`src/core/vpg_pkg.sv`:
```
// Package for the video test-pattern generator control block.
// Assumes a 20 MHz system clock and classic Wishbone register access.
package vpg_pkg;
  // ==========================================================
  // Register word indices (byte address is four times index)
  localparam logic [7:0] IDX_PATTERN_CONTROL = 8'h64;
  localparam logic [7:0] IDX_PATTERN_CONFIG = 8'h65;
  localparam logic [7:0] IDX_CUSTOM_RED = 8'h70;
  localparam logic [7:0] IDX_CUSTOM_GREEN = 8'h71;
  localparam logic [7:0] IDX_CUSTOM_BLUE = 8'h72;
  localparam logic [7:0] IDX_SCROLL_FRAME_TIME = 8'h73;
  localparam logic [7:0] IDX_STATUS = 8'h74;

  // ==========================================================
  // Reset values
  localparam logic [7:0] RST_PATTERN_CONTROL = 8'h10;
  localparam logic [7:0] RST_PATTERN_CONFIG = 8'h00;
  localparam logic [7:0] RST_ZERO = 8'h00;
  localparam logic [7:0] RST_FRAME_TIME = 8'h01;

  // ==========================================================
  // Field positions
  localparam int CTL_SEL_HI = 7;
  localparam int CTL_SEL_LO = 4;
  localparam int CTL_COMPLIANCE = 3;
  localparam int CTL_BARS = 2;
  localparam int CTL_VCOM_REV = 1;
  localparam int CTL_ENABLE = 0;
  localparam int CFG_18BIT = 4;
  localparam int CFG_INVERT = 1;
  localparam int CFG_SCROLL = 0;
  localparam logic [7:0] CFG_WRITABLE = 8'h1f;

  // ==========================================================
  // Active frame geometry
  localparam logic [7:0] HACT_LAST = 8'hff;
  localparam logic [5:0] VACT_LAST = 6'h3f;
  localparam logic [7:0] MASK_18BIT = 8'hfc;

  // ==========================================================
  // Pattern codes
  typedef enum logic [3:0] {
    VPG_RSV_LO = 4'h0, VPG_WHITE = 4'h1, VPG_BLACK = 4'h2,
    VPG_RED = 4'h3, VPG_GREEN = 4'h4, VPG_BLUE = 4'h5,
    VPG_HR_WHITE = 4'h6, VPG_HR_RED = 4'h7, VPG_HR_GREEN = 4'h8,
    VPG_HR_BLUE = 4'h9, VPG_VR_WHITE = 4'ha, VPG_VR_RED = 4'hb,
    VPG_VR_GREEN = 4'hc, VPG_VR_BLUE = 4'hd, VPG_CUSTOM = 4'he,
    VPG_VCOM = 4'hf
  } vpg_code_e;

  // Colours, 24-bit as {red, green, blue}
  localparam logic [23:0] C_WHITE = 24'hffffff;
  localparam logic [23:0] C_BLACK = 24'h000000;
  localparam logic [23:0] C_RED = 24'hff0000;
  localparam logic [23:0] C_GREEN = 24'h00ff00;
  localparam logic [23:0] C_BLUE = 24'h0000ff;
  localparam logic [23:0] C_YELLOW = 24'hffff00;
  localparam logic [23:0] C_CYAN = 24'h00ffff;
  localparam logic [23:0] C_MAGENTA = 24'hff00ff;

  typedef struct packed {
    logic sof;
    logic eol;
    logic [23:0] rgb;
  } vpg_pixel_s;

  localparam int PIX_W = 26;
  localparam int FIFO_DEPTH = 8;
endpackage

```
`src/core/vpg_top.sv`:
```
// Video test-pattern generator control: registers, pattern decode,
// auto-scroll sequencing and an output FIFO toward the video path.
// Assumes a classic Wishbone master and a sink with valid/ready.
`timescale 1ns/1ps
`default_nettype none

// ============================================================
// Synchronous FIFO with a registered output stage
module vpg_fifo #(
  parameter int WIDTH = 26,
  parameter int DEPTH = 8
) (
  // Clock and reset
  input wire logic clk_i,
  input wire logic rst_i,
  // Fill side
  input wire logic in_valid_i,
  output logic in_ready_o,
  input wire logic [WIDTH-1:0] in_data_i,
  // Drain side
  output logic out_valid_o,
  input wire logic out_ready_i,
  output logic [WIDTH-1:0] out_data_o
);
  localparam int AW = $clog2(DEPTH);
  logic [WIDTH-1:0] mem [DEPTH];
  logic [AW-1:0] wr_ptr;
  logic [AW-1:0] rd_ptr;
  logic [AW:0] count;
  logic push;
  logic pop;

  assign in_ready_o = (count != (AW+1)'(DEPTH));
  assign push = in_valid_i && in_ready_o;
  // Move a word into the output stage whenever it is empty or draining
  assign pop = (count != '0) && (!out_valid_o || out_ready_i);

  always_ff @(posedge clk_i) begin
    if (push) begin
      mem[wr_ptr] <= in_data_i;
    end
  end
  always_ff @(posedge clk_i) begin
    if (rst_i) begin
      wr_ptr <= '0;
      rd_ptr <= '0;
      count <= '0;
    end else begin
      if (push) begin
        wr_ptr <= wr_ptr + 1'b1;
      end
      if (pop) begin
        rd_ptr <= rd_ptr + 1'b1;
      end
      count <= count + (AW+1)'(push) - (AW+1)'(pop);
    end
  end
  always_ff @(posedge clk_i) begin
    if (rst_i) begin
      out_valid_o <= 1'b0;
      out_data_o <= '0;
    end else if (pop) begin
      out_valid_o <= 1'b1;
      out_data_o <= mem[rd_ptr];
    end else if (out_ready_i) begin
      out_valid_o <= 1'b0;
    end
  end
endmodule // vpg_fifo

// ============================================================
// Top level
module vpg_top import vpg_pkg::*; (
  // Clock and reset
  input wire logic clk_i,
  input wire logic rst_i,
  // Wishbone slave
  input wire logic wb_cyc_i,
  input wire logic wb_stb_i,
  input wire logic wb_we_i,
  input wire logic [9:0] wb_adr_i,
  input wire logic [3:0] wb_sel_i,
  input wire logic [31:0] wb_dat_i,
  output logic [31:0] wb_dat_o,
  output logic wb_ack_o,
  // Pixel stream
  output logic pix_valid_o,
  input wire logic pix_ready_i,
  output logic [PIX_W-1:0] pix_data_o
);
  logic [7:0] pattern_control;
  logic [7:0] pattern_config;
  logic [7:0] custom_red_level;
  logic [7:0] custom_green_level;
  logic [7:0] custom_blue_level;
  logic [7:0] scroll_frame_time;
  logic [7:0] frame_cnt;
  logic [3:0] scroll_code;
  logic [7:0] xpos;
  logic [5:0] ypos;
  logic [3:0] cur_code;
  logic [23:0] base_rgb;
  logic [23:0] next_rgb;
  logic [7:0] hlev;
  logic [7:0] vlev;
  logic [7:0] word_idx;
  logic bus_req;
  logic bus_wr;
  logic fifo_ready;
  logic push;
  logic frame_end;
  vpg_pixel_s gen_pixel;

  // ==========================================================
  // Register bus
  assign word_idx = wb_adr_i[9:2];
  assign bus_req = wb_cyc_i && wb_stb_i && !wb_ack_o;
  assign bus_wr = bus_req && wb_we_i && wb_sel_i[0];

  always_ff @(posedge clk_i) begin
    if (rst_i) begin
      wb_ack_o <= 1'b0;
    end else begin
      wb_ack_o <= bus_req;
    end
  end
  always_ff @(posedge clk_i) begin
    if (rst_i) begin
      pattern_control <= RST_PATTERN_CONTROL;
      pattern_config <= RST_PATTERN_CONFIG;
      custom_red_level <= RST_ZERO;
      custom_green_level <= RST_ZERO;
      custom_blue_level <= RST_ZERO;
      scroll_frame_time <= RST_FRAME_TIME;
    end else if (bus_wr) begin
      case (word_idx)
        IDX_PATTERN_CONTROL: pattern_control <= wb_dat_i[7:0];
        IDX_PATTERN_CONFIG: begin
          // Upper bits are read-only zero
          pattern_config <= wb_dat_i[7:0] & CFG_WRITABLE;
        end
        IDX_CUSTOM_RED: custom_red_level <= wb_dat_i[7:0];
        IDX_CUSTOM_GREEN: custom_green_level <= wb_dat_i[7:0];
        IDX_CUSTOM_BLUE: custom_blue_level <= wb_dat_i[7:0];
        IDX_SCROLL_FRAME_TIME: scroll_frame_time <= wb_dat_i[7:0];
        default: ;
      endcase
    end
  end
  always_ff @(posedge clk_i) begin
    if (rst_i) begin
      wb_dat_o <= '0;
    end else if (bus_req) begin
      case (word_idx)
        IDX_PATTERN_CONTROL: wb_dat_o <= {24'h000000, pattern_control};
        IDX_PATTERN_CONFIG: wb_dat_o <= {24'h000000, pattern_config};
        IDX_CUSTOM_RED: wb_dat_o <= {24'h000000, custom_red_level};
        IDX_CUSTOM_GREEN: wb_dat_o <= {24'h000000, custom_green_level};
        IDX_CUSTOM_BLUE: wb_dat_o <= {24'h000000, custom_blue_level};
        IDX_SCROLL_FRAME_TIME: wb_dat_o <= {24'h000000, scroll_frame_time};
        IDX_STATUS: wb_dat_o <= {26'h0, !fifo_ready,
                                 pattern_control[CTL_ENABLE], cur_code};
        default: wb_dat_o <= '0;
      endcase
    end
  end

  // ==========================================================
  // Raster position over the active region
  // A full FIFO stalls the raster, so no pixel is ever dropped
  assign push = pattern_control[CTL_ENABLE] && fifo_ready;
  assign frame_end = push && (xpos == HACT_LAST) && (ypos == VACT_LAST);

  always_ff @(posedge clk_i) begin
    if (rst_i || !pattern_control[CTL_ENABLE]) begin
      xpos <= '0;
      ypos <= '0;
    end else if (push) begin
      xpos <= xpos + 1'b1;
      if (xpos == HACT_LAST) begin
        ypos <= ypos + 1'b1;
      end
    end
  end

  // ==========================================================
  // Auto-scroll sequencing; a frame time of zero acts as one
  always_ff @(posedge clk_i) begin
    if (rst_i) begin
      frame_cnt <= '0;
      scroll_code <= VPG_WHITE;
    end else if (pattern_config[CFG_SCROLL] && frame_end) begin
      if (frame_cnt + 8'h01 >= scroll_frame_time) begin
        frame_cnt <= '0;
        scroll_code <= (scroll_code == VPG_VCOM) ? VPG_WHITE :
                       scroll_code + 1'b1;
      end else begin
        frame_cnt <= frame_cnt + 8'h01;
      end
    end else if (!pattern_config[CFG_SCROLL]) begin
      frame_cnt <= '0;
    end
  end

  // Selector is ignored while scrolling
  assign cur_code = pattern_config[CFG_SCROLL] ? scroll_code :
                    pattern_control[CTL_SEL_HI:CTL_SEL_LO];

  // ==========================================================
  // Pattern decode
  // Active width is 256 and height 64, so these steps are even
  assign hlev = xpos;
  assign vlev = {ypos, 2'b00};

  always_comb begin
    base_rgb = C_BLACK;
    if (pattern_control[CTL_COMPLIANCE]) begin
      // Alternate-pixel black and white toggling
      base_rgb = xpos[0] ? C_WHITE : C_BLACK;
    end else if (pattern_control[CTL_BARS]) begin
      case (xpos[7:5])
        3'h0: base_rgb = C_WHITE;
        3'h1: base_rgb = C_YELLOW;
        3'h2: base_rgb = C_CYAN;
        3'h3: base_rgb = C_GREEN;
        3'h4: base_rgb = C_MAGENTA;
        3'h5: base_rgb = C_RED;
        3'h6: base_rgb = C_BLUE;
        default: base_rgb = C_BLACK;
      endcase
    end else begin
      case (cur_code)
        VPG_WHITE: base_rgb = C_WHITE;
        VPG_BLACK: base_rgb = C_BLACK;
        VPG_RED: base_rgb = C_RED;
        VPG_GREEN: base_rgb = C_GREEN;
        VPG_BLUE: base_rgb = C_BLUE;
        VPG_HR_WHITE: base_rgb = {hlev, hlev, hlev};
        VPG_HR_RED: base_rgb = {hlev, 8'h00, 8'h00};
        VPG_HR_GREEN: base_rgb = {8'h00, hlev, 8'h00};
        VPG_HR_BLUE: base_rgb = {8'h00, 8'h00, hlev};
        VPG_VR_WHITE: base_rgb = {vlev, vlev, vlev};
        VPG_VR_RED: base_rgb = {vlev, 8'h00, 8'h00};
        VPG_VR_GREEN: base_rgb = {8'h00, vlev, 8'h00};
        VPG_VR_BLUE: base_rgb = {8'h00, 8'h00, vlev};
        VPG_CUSTOM: base_rgb = {custom_red_level, custom_green_level,
                                custom_blue_level};
        VPG_VCOM: begin
          // Reachable through auto-scroll or through selector code 15
          case ({pattern_control[CTL_VCOM_REV], ypos[5:4]})
            3'h0: base_rgb = C_YELLOW;
            3'h1: base_rgb = C_CYAN;
            3'h2: base_rgb = C_BLUE;
            3'h4: base_rgb = C_BLUE;
            3'h5: base_rgb = C_CYAN;
            3'h6: base_rgb = C_YELLOW;
            default: base_rgb = C_RED;
          endcase
        end
        default: base_rgb = C_BLACK; // Reserved code gives black
      endcase
    end
    next_rgb = pattern_config[CFG_INVERT] ? ~base_rgb : base_rgb;
    if (pattern_config[CFG_18BIT]) begin
      next_rgb = next_rgb & {MASK_18BIT, MASK_18BIT, MASK_18BIT};
    end
  end
  assign gen_pixel.sof = (xpos == '0) && (ypos == '0);
  assign gen_pixel.eol = (xpos == HACT_LAST);
  assign gen_pixel.rgb = next_rgb;

  // ==========================================================
  // Output FIFO
  vpg_fifo #(
    .WIDTH(PIX_W),
    .DEPTH(FIFO_DEPTH)
  ) u_fifo (
    .clk_i(clk_i),
    .rst_i(rst_i),
    .in_valid_i(pattern_control[CTL_ENABLE]),
    .in_ready_o(fifo_ready),
    .in_data_i(gen_pixel),
    .out_valid_o(pix_valid_o),
    .out_ready_i(pix_ready_i),
    .out_data_o(pix_data_o)
  );

  // ==========================================================
  // Checks
  logic plain;
  assign plain = !pattern_control[CTL_COMPLIANCE] &&
                 !pattern_control[CTL_BARS] && !pattern_config[CFG_SCROLL];
  chk_ack_pulse: assert property (@(posedge clk_i) disable iff (rst_i)
    wb_ack_o |=> !wb_ack_o) else $error("ack held past one cycle");
  chk_ack_latency: assert property (@(posedge clk_i) disable iff (rst_i)
    bus_req |=> wb_ack_o) else $error("bus request not answered");
  chk_ctl_reset: assert property (@(posedge clk_i)
    rst_i |=> pattern_control == RST_PATTERN_CONTROL)
    else $error("control reset value wrong");
  chk_cfg_reset: assert property (@(posedge clk_i)
    rst_i |=> pattern_config == RST_PATTERN_CONFIG)
    else $error("config reset value wrong");
  chk_ctl_write: assert property (@(posedge clk_i) disable iff (rst_i)
    bus_wr && word_idx == IDX_PATTERN_CONTROL |=>
    pattern_control == $past(wb_dat_i[7:0]))
    else $error("control write lost");
  chk_gen_enable: assert property (@(posedge clk_i)
    disable iff (rst_i)
    !pattern_control[CTL_ENABLE] |=> xpos == '0 && ypos == '0)
    else $error("raster runs while disabled");
  chk_compl_prio: assert property (@(posedge clk_i)
    disable iff (rst_i)
    pattern_control[CTL_COMPLIANCE] && !pattern_config[CFG_INVERT] &&
    !pattern_config[CFG_18BIT] |->
    gen_pixel.rgb == (xpos[0] ? C_WHITE : C_BLACK))
    else $error("compliance pattern not chosen");
  chk_bars_first: assert property (@(posedge clk_i)
    disable iff (rst_i)
    !pattern_control[CTL_COMPLIANCE] && pattern_control[CTL_BARS] &&
    xpos == '0 && pattern_config[CFG_INVERT:0] == 2'b00 &&
    !pattern_config[CFG_18BIT] |-> gen_pixel.rgb == C_WHITE)
    else $error("first colour bar not white");
  chk_red_invert: assert property (@(posedge clk_i)
    disable iff (rst_i)
    plain && cur_code == VPG_RED && pattern_config[CFG_INVERT] &&
    !pattern_config[CFG_18BIT] |-> gen_pixel.rgb == C_CYAN)
    else $error("inverted red not cyan");
  chk_hramp_step: assert property (@(posedge clk_i)
    disable iff (rst_i)
    plain && cur_code == VPG_HR_WHITE && !pattern_config[CFG_INVERT] &&
    !pattern_config[CFG_18BIT] && push ##1 push && xpos != '0 |->
    gen_pixel.rgb[7:0] == $past(gen_pixel.rgb[7:0]) + 8'h01)
    else $error("ramp step uneven");
  chk_scroll_sel: assert property (@(posedge clk_i)
    disable iff (rst_i) pattern_config[CFG_SCROLL] &&
    scroll_code == VPG_WHITE &&
    pattern_control[CTL_COMPLIANCE:CTL_BARS] == 2'h0 &&
    pattern_config[CFG_18BIT:CFG_INVERT] == 4'h0 |->
    gen_pixel.rgb == C_WHITE) else $error("selector used during scroll");
  chk_band_order: assert property (@(posedge clk_i)
    disable iff (rst_i) cur_code == VPG_VCOM && ypos[5:4] == 2'h0 &&
    pattern_control[CTL_COMPLIANCE:CTL_BARS] == 2'h0 &&
    pattern_config[CFG_18BIT:CFG_INVERT] == 4'h0 |->
    gen_pixel.rgb == (pattern_control[CTL_VCOM_REV] ? C_BLUE : C_YELLOW))
    else $error("common-voltage band order wrong");
  cov_bars: cover property (@(posedge clk_i) disable iff (rst_i)
    push && pattern_control[CTL_BARS]);
  cov_scroll: cover property (@(posedge clk_i) disable iff (rst_i)
    pattern_config[CFG_SCROLL] && frame_end);
  cov_stall: cover property (@(posedge clk_i) disable iff (rst_i)
    pattern_control[CTL_ENABLE] && !fifo_ready);
endmodule // vpg_top

`default_nettype wire

```
`config.mk`:
```
export PLATFORM = sky130hd
export DESIGN_NAME = vpg_top
export DESIGN_NICKNAME = d
export VERILOG_FILES = /design/src/core/vpg_pkg.sv /design/src/core/vpg_top.sv
export SDC_FILE = /design/constraint.sdc
export NUM_CORES = 1
export LEC_CHECK = 0
export ABC_AREA = 1
export BUFFER_PORTS_ARGS = -buffer_cell sky130_fd_sc_hd__buf_2
export CORE_AREA = 2 2 177 179
export DETAILED_ROUTE_END_ITERATION = 10
export DIE_AREA = 0 0 179 181
export PLACE_DENSITY = 0.71
export SYNTH_ARGS = -nofsm -noshare
export SYNTH_HDL_FRONTEND = slang
export SYNTH_SLANG_ARGS = --single-unit
```
`constraint.sdc`:
```
create_clock -name clk_i -period 2.7 [get_ports clk_i]
set_input_delay 0 -clock clk_i [delete_from_list [all_inputs] [get_ports clk_i]]
set_output_delay 0 -clock clk_i [all_outputs]
set_load 0.02 [all_outputs]
```
======== Yosys cells after proc, flatten, opt, wreduce, memory -nomap -nowiden ========
Memory sizes are Yosys's and may differ from the RTL's. A register that Yosys moved wholly into a read port is not among the register bits.
Index checks and enable logic that the tools add are counted.
storage, ports and cells
  register bits ........................... 115
  memory bits (writable) .................. 208
  logic and storage cells ................. 115
  memories ................................ 1
operators by class
  add/subtract/negate cells ............... 8
  $lt $le $gt $ge ......................... 1
  equal/unequal tests ..................... 37
  multiplexer cells ....................... 18
  bitwise operators ....................... 1
  reductions and logical operators ........ 33
memories
  name        words  width  rd ports  clocked after Yosys merged registers in  write ports  RTL line       source
  u_fifo.mem  8      26     1         1                                        1            vpg_top.sv:26  logic [WIDTH-1:0] mem [DEPTH];
operators by type and width
  operator                                                                count
  24-bit case mux with 14 select lines                                    1
  24-bit case mux with 7 select lines                                     1
  24-bit two-way mux                                                      4
  24-bit case mux with 3 select lines                                     1
  8-bit by 7-bit equality test with 1-bit output (second input constant)  7
  8-bit case mux with 7 select lines                                      1
  4-bit equality test (second input constant)                             9
  8-bit two-way mux                                                       3
  24-bit NOT                                                              1
  3-bit equality test (second input constant)                             6
  18-bit two-way mux                                                      1
  8-bit by 1-bit adder with 8-bit output (second input constant)          2
  4-bit by 3-bit equality test with 1-bit output (second input constant)  4
  2-bit AND reduction                                                     8
  1-bit logical AND                                                       10
  3-bit by 2-bit equality test with 1-bit output (second input constant)  3
  8-bit equality test (second input constant)                             1
  8-bit >= comparator                                                     1
  8-bit logical NOT                                                       1
  4-bit two-way mux                                                       2
  3-bit by 1-bit adder with 3-bit output (second input constant)          2
  6-bit by 1-bit adder with 6-bit output (second input constant)          1
  3-bit by 1-bit equality test with 1-bit output (second input constant)  2
  6-bit equality test (second input constant)                             1
  other kinds (15)                                                        25

======== Longest topological paths before layout ========
Gate-level depths: netlist of the first run.
  depth in word-level cells ............... 9
  gate-level depth with buffers ........... 16

======== Hierarchy ========
Synthesis of the first run repeated with hierarchy kept, for this count alone.
unflattened totals
  cell total of the unflattened synthesis .. 1,977
  area, all modules ....................... 16,080.4 µm²
modules (own cells, without submodules)
  module    times used  cells each  area an instance (µm²)
  vpg_fifo  1           1,022       10,366.2
  vpg_top   1           955         5,714.2

======== Least setup slack after synthesis of the first run ========
OpenSTA, ideal clock, no wires.
  path kind ............................... reg-to-reg
  start ................................... reg u_fifo.count[2]
  end ..................................... mem u_fifo.mem[0][0] (enable)
  library setup time ...................... 0.409 ns
  data arrival time ....................... 2.103 ns
  data required time ...................... 2.291 ns
  path slack .............................. 0.188 ns
  stages on the path, launching flop included .. 8
  path buffers ............................ 0
  cell sequence ........................... dfxtp_1 -> inv_1 -> ha_1 -> nand2_1 -> nand2_2 -> inv_2 -> nand2_1 -> nor2_1
between the ends
  word-level cells in the longest chain between the ends .. 4
RTL lines
  element                                  RTL line        source
  start, declared                          vpg_top.sv:29   logic [AW:0] count;
  start signal, assigned                   vpg_top.sv:55   count <= count + (AW+1)'(push) - (AW+1)'(pop);
  4-bit != test                            vpg_top.sv:33   assign in_ready_o = (count != (AW+1)'(DEPTH));
  1-bit logical AND                        n/a
  net push                                 vpg_top.sv:110  logic push;
  1-bit two-way mux                        vpg_top.sv:39   if (push) begin
  1-bit two-way mux (not written as such)  vpg_top.sv:40   mem[wr_ptr] <= in_data_i;
  end, declared                            vpg_top.sv:26
The timed path passes the listed nets, and every way through them passes these cells.

======== Worst setup path after layout of the first run ========
  start ................................... reg wb_ack_o
  end ..................................... reg pattern_control[5]
between the ends
  word-level cells in the longest chain between the ends .. 5
RTL lines
  element                          RTL line        source
  start, declared                  vpg_top.sv:85   output logic wb_ack_o,
  start signal, assigned           vpg_top.sv:124  wb_ack_o <= bus_req;
  1-bit logical NOT                vpg_top.sv:117  assign bus_req = wb_cyc_i && wb_stb_i && !wb_ack_o;
  1-bit logical AND                vpg_top.sv:117
  1-bit logical AND (2 in series)  vpg_top.sv:118  assign bus_wr = bus_req && wb_we_i && wb_sel_i[0];
  2-bit AND reduction (no line)    n/a
  end signal, assigned             vpg_top.sv:137  IDX_PATTERN_CONTROL: pattern_control <= wb_dat_i[7:0];
  end, declared                    vpg_top.sv:91   logic [7:0] pattern_control;
Every way passes these cells.
A chain may end at the register's enable or synchronous reset.

==> results list, run 1 <==
- The cell area that synthesis handed to floorplanning was 15100 sq um.
- Share of synthesized cell area in and, or, nand and nor gates: 18.4%
- Reg clk slew, reported paths: 0.06 ns
- STA puts the critical path data arrival time at 3.00 ns.
* I/O Buffers: 58
- Mux contribution to synthesized area: 0%
* Clk Latency, worst-skew pair: 0.51 ns
- Placed standard-cell area: 15900 sq um
* Kind of launch point of the worst setup path: flop
* Cell taking the most area after synthesis: sky130_fd_sc_hd__edfxtp_1
- In the synthesized netlist the async set-or-reset flop fraction comes to 0%.
- Worst VDD drop: 531 uV
- In the routed design, unresolved DRC markers number 0.
- Number of endpoints with negative hold slack in the final report: 0
* Count of cell types in the netlist: 45
- Core outline area: 30300 sq um
- For the worst setup path, the data required time is 3.09 ns.
* DRC marker count from the first detailed-route iteration: 998
- Worst-path cell chain: nor2_4 -> nand3_2 -> nor4_2 -> dlygate4sd3_1 -> a21oi_1 -> dlygate4sd3_1
- All-Layer GR Usage: 23.2%
- Portion of total power attributed to sequential cells: 42.4%
- Post-synth top area share: 41.4%
- Int Pwr: 9170 uW
- DRT Wirelength: 37700 um
- Register bit count reported by yosys: 325
- DP Wirelength: 24500 um
- Hold Path Class: primary input to flop
- Routed vias: 11881
* I/O pin cnt: 112
* Initial antenna violation count: 0
- Synth Area in Compound Gates: 15.6%
- In this run the clock root is driven by a sky130_fd_sc_hd__clkbuf_16.
- Cell total after placement: 2076
- Number of synthesized flops with an enable pin: 208
* Fmax: 0.383 GHz
* Peak per-stage delay on the critical path: 0.79 ns
- Number of buffers added by the clock tree synthesis step: 36
- The share of the Yosys chip area taken by registers is 56.9%.
- Measured along the x axis, the die boundary spans 179 um.
- Fin crit period: 2.61 ns
- The analysis attributes to net switching a power of 3840 uW.
- The die covers 32400 sq um.
- Cells with a size suffix above 1 make up 12.5% of the layout.
* Clock tree from TritonCTS: done
* Overflow left after global routing: 0
- After synthesis, the largest family of logic cells by area is simple AND/OR/NAND/NOR gates.
- For this run, the leading register cell type out of synthesis is sky130_fd_sc_hd__edfxtp_1.
* Category of cells accounting for the largest share of critical-path delay: buffers and inverters
* Slew HR: 28.5%
* Combinational share of power: 21.2%
- Sw Share: 29.5%
- Setup violations remaining at the end of the flow were counted as 0.
- The number of max-slew violations in the final report was 0.
- Leakage power of the design: 0.00703 uW
- Fraction of the mapped netlist area in adder cells: 1.96%
- Result of the run: finished clean
* Die height: 181 um
* Length of the first detailed-routing pass in iterations: 5
- After filler insertion, the fill cell instance count of the layout stands at 2645.
* Crit-path most repeated cell: sky130_fd_sc_hd__dlygate4sd3_1
- Critical path class: flop to flop
* Routability congestion estimate from global placement: 0.945
- Post-route insts no fill: 2157
- After routing the design area is 17200 sq um.
* Pin count of the biggest net entering global routing: 108
- Worst-margin pin slew: 1.07 ns
- Across all register-to-register paths, the minimum setup slack is 0.09 ns.
- Antenna-violating nets left: 0
* Routed via count divided by cell count: 5.51
- WL/cell: 17.5 um
- Htree depth: 2
- Commonest cells after routing, fill and taps aside: sky130_fd_sc_hd__nand2_1, sky130_fd_sc_hd__nor2_1, sky130_fd_sc_hd__o21ai_0
- After floorplanning, the core was divided into 64 placement rows.
* Clock group share of total power: 36.5%
- Commonest non-fill, non-tap cell in the layout: sky130_fd_sc_hd__nand2_1
- NumNets Final: 1810
- For this run, the number of Yosys warnings is 0.
- Highest net fanout along the worst path: 7
* Ant. Diodes: 0
- The worst setup path is captured at a flop.
- Count of max-cap constraint violations: 0
- Post-synthesis share of cell area spent on xor and xnor gates: 0.523%
- Worst path bufs/invs: 2
- The clock drives 325 sinks.
- For this configuration, the core starts out at a cell density of 49.7%.
- For the final database, setup skew stands at 0.0181 ns.
* Total design power: 13000 uW
* Share of the cycle needed by the critical path after routing: 96.7%
- Via count of the first global-routing pass: 11122
- A synthesized cell averages 9.05 sq um.
* Clk buf depth: 3
- Synthesis handed over a netlist of 1666 instances.
- Relative area change from synthesis to final layout: 14.2%
- Slowest stage cell, crit path: sky130_fd_sc_hd__dlygate4sd3_1
* Global-route wire length before repair: 59200 um
- Pwr/cell area: 756 nW/um^2
- Adding up every negative setup slack in the final design gives 0 ns.
* Top post-synthesis cells by area: sky130_fd_sc_hd__edfxtp_1, sky130_fd_sc_hd__dfxtp_1, sky130_fd_sc_hd__o21ai_0
worst reg2reg max path, delay by kind of cell (launching register included):
kind	cells	cell delay, ns
buffers and inverters	2	1.36
and+or+nand+nor	3	0.71
DFF	1	0.33
AOI/OAI and AO/OA	1	0.11
path summary, 6_finish.rpt:
check                                  from            endpoint  depth (start not counted)
worst max-delay path               wb_ack_o  pattern_control[5]                          6
worst min-delay path            wb_sel_i[0]   pattern_config[3]                          4
worst max register to register     wb_ack_o  pattern_control[5]                          6
worst min register to register  wb_dat_o[5]         wb_dat_o[5]                          2
cell usage after synthesis, types with 2 or more instances:
library cell                instances
sky130_fd_sc_hd__nand2_1          278
sky130_fd_sc_hd__nor2_1           242
sky130_fd_sc_hd__o21ai_0          220
sky130_fd_sc_hd__edfxtp_1         208
sky130_fd_sc_hd__dfxtp_1          117
sky130_fd_sc_hd__inv_1            112
sky130_fd_sc_hd__a21oi_1          105
sky130_fd_sc_hd__nand3_1           64
sky130_fd_sc_hd__clkbuf_1          62
sky130_fd_sc_hd__o22ai_1           35
sky130_fd_sc_hd__o221ai_1          27
sky130_fd_sc_hd__buf_4             24
sky130_fd_sc_hd__ha_1              22
sky130_fd_sc_hd__a211oi_1          19
sky130_fd_sc_hd__nand2_2           18
sky130_fd_sc_hd__nand4_1           12
sky130_fd_sc_hd__inv_2             11
sky130_fd_sc_hd__o21ai_1           11
sky130_fd_sc_hd__nor2_2             9
sky130_fd_sc_hd__nor3_1             9
sky130_fd_sc_hd__xor2_1             9
sky130_fd_sc_hd__buf_2              8
sky130_fd_sc_hd__nor2_4             7
sky130_fd_sc_hd__buf_1              6
sky130_fd_sc_hd__o211ai_1           5
sky130_fd_sc_hd__buf_6              2
sky130_fd_sc_hd__clkinv_1           2
sky130_fd_sc_hd__nand2_4            2
sky130_fd_sc_hd__nand3_2            2
sky130_fd_sc_hd__o21a_1             2
sky130_fd_sc_hd__o2bb2ai_1          2
logic make-up after synthesis:
kind of cell / Yosys count
compound gates: 426
buf+inv: 230
flops: 325
other cells: 1
fa+ha+maj: 23
simple gates: 652
xor+xnor: 9
power by group through the flow:
| stage | Combinational, uW | Clock, uW | Sequential (uW) |
|---|---|---|---|
| finish | 2750 | 4750 | 5510 |
| global route | 3100 | 5060 | 5540 |
| CTS | 2770 | 4860 | 5510 |
| detailed placement | 2750 | 0 | 5620 |
| global placement | 2650 | 0 | 5610 |
| floorplan | 1840 | 0 | 5760 |
final cells by class:
cell class	count	area [sq um]	area share, %
clock buffer	49	991	5.76
clock inverter	15	171	0.996
inverter	127	480	2.79
multi-input combinational	1134	5640	32.8
sequential	325	8590	49.9
tap	396	495	2.88
timing repair buffer	111	841	4.88
through the flow:
| stage | hold slack (ns) | setup WS, ns | util, % |
|---|---|---|---|
| final | 0.106 | 0.0895 | 56.7 |
| after global routing | 0.136 | -0.0493 | 56.7 |
| after CTS | 0.0708 | 0.0948 | 56.6 |
| after detailed placement | 0.243 | 0.102 | 52.3 |
| after global placement | 0.247 | 0.160 | 52.3 |
| after floorplan | 0.130 | 0.188 | - |
sequential cells by signal (all words and copies together) (netlist names), 6 cells and up:
signal	cells
wb_dat_o	8
custom_red_level	8
pattern_control	8
hlev	8
custom_green_level	8
frame_cnt	8
u_fifo.mem	208
u_fifo.out_data_o	26
ypos	6
scroll_frame_time	8
custom_blue_level	8
repair_timing:
| item | 4_1_cts | 5_1_grt |
|---|---|---|
| resized for setup | 0 | 6 |
| buffers inserted | 0 | 1 |
| hold buffers | 16 | 0 |
| endpoints found under the setup margin | 0 | 12 |
| endpoints found under the hold margin | 62 | 0 |
routing by layer:
layer | up-vias | track usage [%] | part of all wire [%]
met5 | - | 0 | 0
met4 | 0 | 7.12 | 2.7
met3 | 66 | 3.16 | 5.6
met2 | 402 | 40.0 | 50
met1 | 5578 | 30.2 | 42
li1 | 5835 | - | -
No activity file was read; power rests on OpenSTA's default activity.
==> run 2, diff against run 1 <==
- CORE_AREA: 2 2 177 179 -> 2 2 162 164
- DIE_AREA: 0 0 179 181 -> 0 0 164 166
- PLACE_DENSITY: 0.71 -> 0.82
==> results list, run 2 (synthesized netlist as in run 1, its figures left out) <==
* Reg clk slew, reported paths: 0.06 ns (about the same)
- STA classifies the critical path endpoint as a flop.
- The startpoint identified for the worst hold timing path is wb_sel_i[0].
- The tightest min-delay check is of the primary input to flop type.
* Commonest non-fill, non-tap cell in the layout: sky130_fd_sc_hd__nand2_1
- The area used by multi-input combinational logic was 5640 sq um (unchanged).
* Worst-margin pin slew: 1.05 ns (-0.0210 ns)
* Count of max-cap constraint violations: 0 (unchanged)
- Row count: 59 (-7.8%)
* Slew HR: 30.0% (+1.5 points)
- The global routing met3 resource utilization came to 4.07% (+0.91 points).
* Hold Crit Depth: 4 (unchanged)
- Reg2Reg Launch Point: frame_cnt[2]
- Data required time at the worst endpoint: 3.18 ns (+0.09 ns)
* Clock tree from TritonCTS: done
- Routability congestion estimate from global placement: 0.973 (+3.0%)
- The via count of the first global-routing pass came to 11530 (+3.7%).
* NumNets Final: 1804 (-0.33%)
* Arrival time worst endpoint: 3.05 ns (+0.05 ns)
- Category of cells accounting for the largest share of critical-path delay: simple AND/OR/NAND/NOR gates
* Initial antenna violation count: 0 (unchanged)
* Global-route wire length before repair: 59600 um (+0.58%)
- Slowest stage cell, crit path: sky130_fd_sc_hd__dfxtp_2
- Die width: 164 um (-8.4%)
- DRC marker count from the first detailed-route iteration: 1207 (+21%)
- Final setup violating endpoints: 0 (unchanged)
- In the layout the commonest cells are sky130_fd_sc_hd__nand2_1, sky130_fd_sc_hd__nor2_1, sky130_fd_sc_hd__o21ai_0.
- The instance area at placement is 15800 sq um (-0.56%).
* Register bank with the most flops: u_fifo.mem
- The I/O pin total was 112 (unchanged).
- Setup TNS: 0 ns (unchanged)
* DRT Wirelength: 37700 um (about the same)
- Number of buffers added by the clock tree synthesis step: 31 (-14%)
- The total power divided by cell area was 742 nW/um^2 (-1.9%).
- Max FFs per register: 208 (unchanged)
* Clk Latency, worst-skew pair: 0.56 ns (+0.05 ns)
- Result of the run: finished clean
- Clk buf depth: 3 (unchanged)
- The overall die area was 27200 sq um (-16%).
* Leakage power of the design: 0.00693 uW (-1.4%)
* Final core utilization: 66.2% (+9.4 points)
- The worst hold path terminates at pattern_config[0].
- The total of fill cells in the finished design came to 1932 (-27%).
* Post-route cell area: 16900 sq um (-1.6%)
* WL/cell: 18.1 um (+3.2%)
- The starting density of the core came to 58.9% (+9.2 points).
* Overflow left after global routing: 0 (unchanged)
* Worst R2R End: frame_cnt[2]
- Cell total after placement: 2015 (-2.9%)
- The slack of the worst reg-to-reg path is 0.14 ns (+0.05 ns).
* Global Route met1 Usage: 36.1% (+5.9 points)
- Worst-path cell chain: inv_1 -> nor3_2 -> nand3_1 -> buf_4 -> xor2_1 -> inv_1 -> ha_1 -> a21oi_1 -> nor2_1 -> a211oi_2 -> nand3_1 -> buf_4 -> nor2_1 -> a21oi_1 -> nor2_1
- Die height: 166 um (-8.3%)
- Relative area change from synthesis to final layout: 12.4%
- Core outline area: 25600 sq um (-16%)
- The critical path's largest stage delay came to 0.35 ns (-0.44 ns).
- After global routing, the most crowded layer is met2.
- CTS placed an instance of sky130_fd_sc_hd__clkbuf_16 at the clock tree root.
* I/O Buffers: 58 (unchanged)
* Fin crit period: 2.56 ns (-0.0467 ns)
- The total inserted antenna cells came to 0 (unchanged).
- Kind of launch point of the worst setup path: flop
- The number of max-slew violations in the final report was 0 (unchanged).
- The routed via count is 12067 (+1.6%).
- The final-layout worst hold slack was 0.0395 ns (-0.0664 ns).
- The total track usage is 27.5% (+4.3 points).
- The number of remaining DRC errors came to 0 (unchanged).
* Post-route insts no fill: 2089 (-3.2%)
* Share of the cycle needed by the critical path after routing: 95.0% (-1.7 points)
* Htree depth: 1 (-1)
- Routed via count divided by cell count: 5.78 (+4.9%)
- The maximum clock skew at final layout came to 0.0150 ns (-0.00313 ns).
* Met2 track utilization from global routing: 45.5% (+5.6 points)
* Worst path bufs/invs: 4 (+2)
- Crit-path most repeated cell: sky130_fd_sc_hd__nor2_1
* Share of layout cells above drive strength 1: 12.1% (-0.46 points)
- The largest registers in the layout are u_fifo.mem x208, u_fifo.out_data_o x26.
- The count of final hold-check violations was 0 (unchanged).
- DP Wirelength: 24100 um (-1.6%)
- R2R cell count: 15 (+9)
* Worst VDD drop: 1160 uV (+120%)
- The maximum clock frequency is 0.390 GHz (+1.8%).
* Highest net fanout along the worst path: 5 (-2)
- The number of iterations in the first detailed-routing pass was 5 (unchanged).
- FF/Latch Area: 8590 sq um (unchanged)
- The sink count of the clock tree was 325 (unchanged).
- The critical path is of the flop to flop type.
- The number of routed nets with antenna violations came to 0 (unchanged).
- Pin count of the biggest net entering global routing: 108 (unchanged)
==> run 2: worst max-delay path by stage <==
stage / startpoint / to / slack [ns] / depth (start not counted)
floorplan: u_fifo.count[2] / u_fifo.mem[0][0] / 0.19 / 7
global placement: frame_cnt[0] / scroll_code[0] / 0.17 / 16
detailed placement: frame_cnt[0] / scroll_code[0] / 0.13 / 16
CTS: frame_cnt[0] / scroll_code[0] / 0.1 / 16
global route: frame_cnt[2] / frame_cnt[3] / -0.09 / 16
finish: frame_cnt[2] / frame_cnt[2] / 0.14 / 15
==> run 2: worst reg2reg max path: cells and delay by family (launching register included) <==
family / cells / cell delay (ns)
and+or+nand+nor: 6 / 0.83
AOI/OAI and AO/OA: 3 / 0.40
xor gates and xnor gates: 1 / 0.12
adders and majority gates: 1 / 0.30
buffers and inverters: 4 / 0.49
DFF: 1 / 0.35
==> run 2: power by group <==
group          internal, uW  switching [uW]  total [uW]
combinational           889            1950        2840
clock                  2390            1840        4240
sequential             5410            81.7        5490
==> run 2: per-layer routing <==
| layer | share of wire [%] | vias to the layer above |
|---|---|---|
| met5 | 0 | - |
| met4 | 4.0 | 0 |
| met3 | 7.2 | 105 |
| met2 | 48 | 530 |
| met1 | 41 | 5615 |
| li1 | - | 5817 |
==> run 2: layout make-up <==
cell class / instances / share of cell area [%]
Clock buffer: 35 / 4.67
Inverter: 127 / 2.84
Timing Repair Buffer: 110 / 4.83
Clock inverter: 23 / 1.18
Sequential cell: 325 / 50.7
Tap cell: 335 / 2.47
Multi-Input combinational cell: 1134 / 33.3
==> run 2: metrics by stage <==
step / power [uW] / setup slack, ns
floorplan: 7600 / 0.188
global placement: 8200 / 0.175
detailed placement: 8340 / 0.126
CTS: 12600 / 0.0991
global route: 13200 / -0.0942
finish: 12600 / 0.136
==> run 2: what timing repair did <==
| action | 4_1_cts | 5_1_grt |
|---|---|---|
| buffers inserted | 0 | 1 |
| endpoints found under the setup margin | 0 | 20 |
| resized for setup | 0 | 6 |
| hold buffers | 15 | 0 |
| endpoints found under the hold margin | 67 | 0 |
==> run 3, diff against run 2 <==
- CTS_CLUSTER_DIAMETER: unset -> 40
- MAX_ROUTING_LAYER: unset -> met4
==> results list, run 3 (synthesized netlist as in run 1, its figures left out) <==
- Leakage power of the design: 0.00712 uW (+2.8%)
- Clk Latency, worst-skew pair: 0.53 ns (-0.03 ns)
* DRC Markers: 0 (unchanged)
- The number of port buffers is 58 (unchanged).
* Initial antenna violation count: 0 (unchanged)
* Arrival time worst endpoint: 2.99 ns (-0.06 ns)
* Die height: 166 um (unchanged)
- The worst setup path is captured at a flop.
* Row count: 59 (unchanged)
- I/O pin cnt: 112 (unchanged)
* Clk buf depth: 3 (unchanged)
* Core outline area: 25600 sq um (unchanged)
- Antenna-violating nets left: 0 (unchanged)
* Overall die area: 27200 sq um (unchanged)
* Commonest non-fill, non-tap cell in the layout: sky130_fd_sc_hd__nand2_1
- The hold path depth is 4 (unchanged).
- Largest registers: u_fifo.mem x208, u_fifo.out_data_o x26
- The largest fanout on the critical path was 7 (+2).
- The final total negative setup slack was 0 ns (unchanged).
* DRC marker count from the first detailed-route iteration: 1204 (-0.25%)
* Worst-margin pin slew: 1.06 ns (+0.00841 ns)
- The post-detailed-routing wire length came to 37900 um (+0.39%).
- After detailed routing, no signal wire sits above met4.
* Number of endpoints with negative hold slack in the final report: 0 (unchanged)
* Post-route insts no fill: 2107 (+0.86%)
- The layout cell share with drive strength beyond 1 came to 13.3% (+1.2 points).
* Pwr/cell area: 796 nW/um^2 (+7.3%)
- CTS sink count: 325 (unchanged)
* Final Skew: 0.0139 ns (-0.00110 ns)
- Global-route wire length before repair: 60100 um (+0.88%)
- DP Wirelength: 24800 um (+2.9%)
* Routability congestion estimate from global placement: 0.988 (+1.5%)
- Met3 wirelength from detailed routing: 2690 um (-1.5%)
- Worst hold path endpoint: pattern_config[0]
- Critical path class: flop to flop
- The flow ran to the end, and the final reports show no timing, DRC or antenna violations.
- Number of max-slew violations in the final report: 0 (unchanged)
- Slew HR: 29.4% (-0.56 points)
- Via count of the first global-routing pass: 11561 (+0.27%)
- The horizontal extent of the die came to 164 um (unchanged).
- The worst path required time is 3.11 ns (-0.07 ns).
- The library cells used most frequently in the layout, excluding fill and tap cells, are sky130_fd_sc_hd__nand2_1, sky130_fd_sc_hd__nor2_1, sky130_fd_sc_hd__o21ai_0.
- Register bank with the most flops: u_fifo.mem
* Final setup violating endpoints: 0 (unchanged)
- The largest net degree at the start of global routing was 108 (unchanged).
- The routed length on met1 is 15300 um (-1.2%).
* Setup repair after global routing missed its margin: no
* Relative area change from synthesis to final layout: 14.9%
- The starting density of the core was 58.9% (unchanged).
- Fmax: 0.389 GHz (-0.35%)
- The H-tree level count came to 2 (+1).
- Share of the cycle needed by the critical path after routing: 95.3% (+0.33 points)
- The total track usage was 28.7% (+1.2 points).
- The total CTS buffers was 41 (+32%).
- The final net count is 1815 (+0.61%).
- R2R cell count: 6 (-9)
- Clock tree from TritonCTS: done
- CTS placed an instance of sky130_fd_sc_hd__clkbuf_16 at the clock tree root.
- The routed via count divided by cell count came to 5.78 (about the same).
* Length of the first detailed-routing pass in iterations: 5 (unchanged)
- Ant. Diodes: 0 (unchanged)
- Slack of the worst reg-to-reg path: 0.13 ns (about the same)
* Max FFs per register: 208 (unchanged)
- The clock transition at the register clock pins on the worst setup and hold paths after CTS was 0.06 ns (about the same).
- The startpoint identified for the worst register-to-register timing path is wb_ack_o.
- Worst R2R End: pattern_control[5]
* Worst VDD drop: 795 uV (-32%)
* Count of max-cap constraint violations: 0 (unchanged)
* Cell total after placement: 2016 (+0.050%)
- Hold Crit Start: wb_sel_i[0]
- The routed via count came to 12175 (+0.90%).
* Fin crit period: 2.57 ns (+0.00900 ns)
* Hold Path Class: primary input to flop
* Overflow left after global routing: 0 (unchanged)
- The per-cell routed wire length is 18.0 um (-0.47%).
* Kind of launch point of the worst setup path: flop
- Sum of met2 wire segment lengths after detailed routing: 18800 um (+4.8%)
[run 3: cell count changes in the layout (fill, tap and decap cells not counted), sizes merged]
cell    change
clkbuf     +11
clkinv      -2
inv         +7
buf         +1
bufinv      +1
[run 3: stage by stage]
stage          power [uW]  hold slack (ns)  instance area [sq um]  utilization (%)  setup slack, ns
3_5_place_dp         8380            0.254                  15800             61.6           0.0715
6_report            13800           0.0697                  17300             67.7            0.127
4_1_cts             13800           0.0616                  17300             67.6           0.0503
3_3_place_gp         8230            0.251                  15800             61.6            0.153
2_1_floorplan        7600            0.130                  15200                -            0.188
5_1_grt             14400            0.114                  17300             67.7           0.0159
[run 3: layout make-up]
class / count / area (sq um)
Clock buffer: 46 / 1050
Inverter: 127 / 480
Timing Repair Buffer: 111 / 826
Fill cell: 1966 / 8280
Sequential cell: 325 / 8590
Clock inverter: 29 / 315
Tap cell: 335 / 419
Multi-Input combinational cell: 1134 / 5650
[run 3: how the worst max path moves through the flow]
stage                               start            endpoint  slack [ns]  cells after the start
after floorplan           u_fifo.count[2]    u_fifo.mem[0][0]        0.19                      7
after global placement       frame_cnt[0]      scroll_code[0]        0.15                     16
after detailed placement     frame_cnt[0]      scroll_code[0]        0.07                     16
after CTS                    frame_cnt[0]      scroll_code[0]        0.05                     16
after global routing         frame_cnt[0]        frame_cnt[2]        0.02                     16
final                            wb_ack_o  pattern_control[5]        0.13                      6
[run 3: power breakdown]
group / switching, uW / internal, uW / total [uW]
logic: 1930 / 912 / 2850
registers: 78.9 / 5410 / 5490
clock network: 2190 / 3270 / 5450
total: 4200 / 9590 / 13800
[run 3: worst max-delay path, stage by stage, from the launching register on]
cell and delay [ns]:
sky130_fd_sc_hd__dfxtp_1 0.33, sky130_fd_sc_hd__nor2_4 0.15, sky130_fd_sc_hd__nand3_2 0.20, sky130_fd_sc_hd__nor4_2 0.30, sky130_fd_sc_hd__dlygate4sd3_1 0.79, sky130_fd_sc_hd__a21oi_1 0.11
sky130_fd_sc_hd__dlygate4sd3_1 0.57
[run 3: timing repair]
action / in CTS / in global routing
hold buffers: 15 / 0
gates resized for setup: 0 / 5
hold endpoints to repair: 70 / 0
setup endpoints to repair: 0 / 12
setup buffers: 0 / 1
[run 3: per-layer routing]
| metal | vias to the layer above | GRT usage [%] |
|---|---|---|
| met3 | 77 | 4.17 |
| met2 | 554 | 47.6 |
| met5 | - | - |
| li1 | 5846 | - |
| met4 | 0 | 9.04 |
| met1 | 5698 | 36.5 |
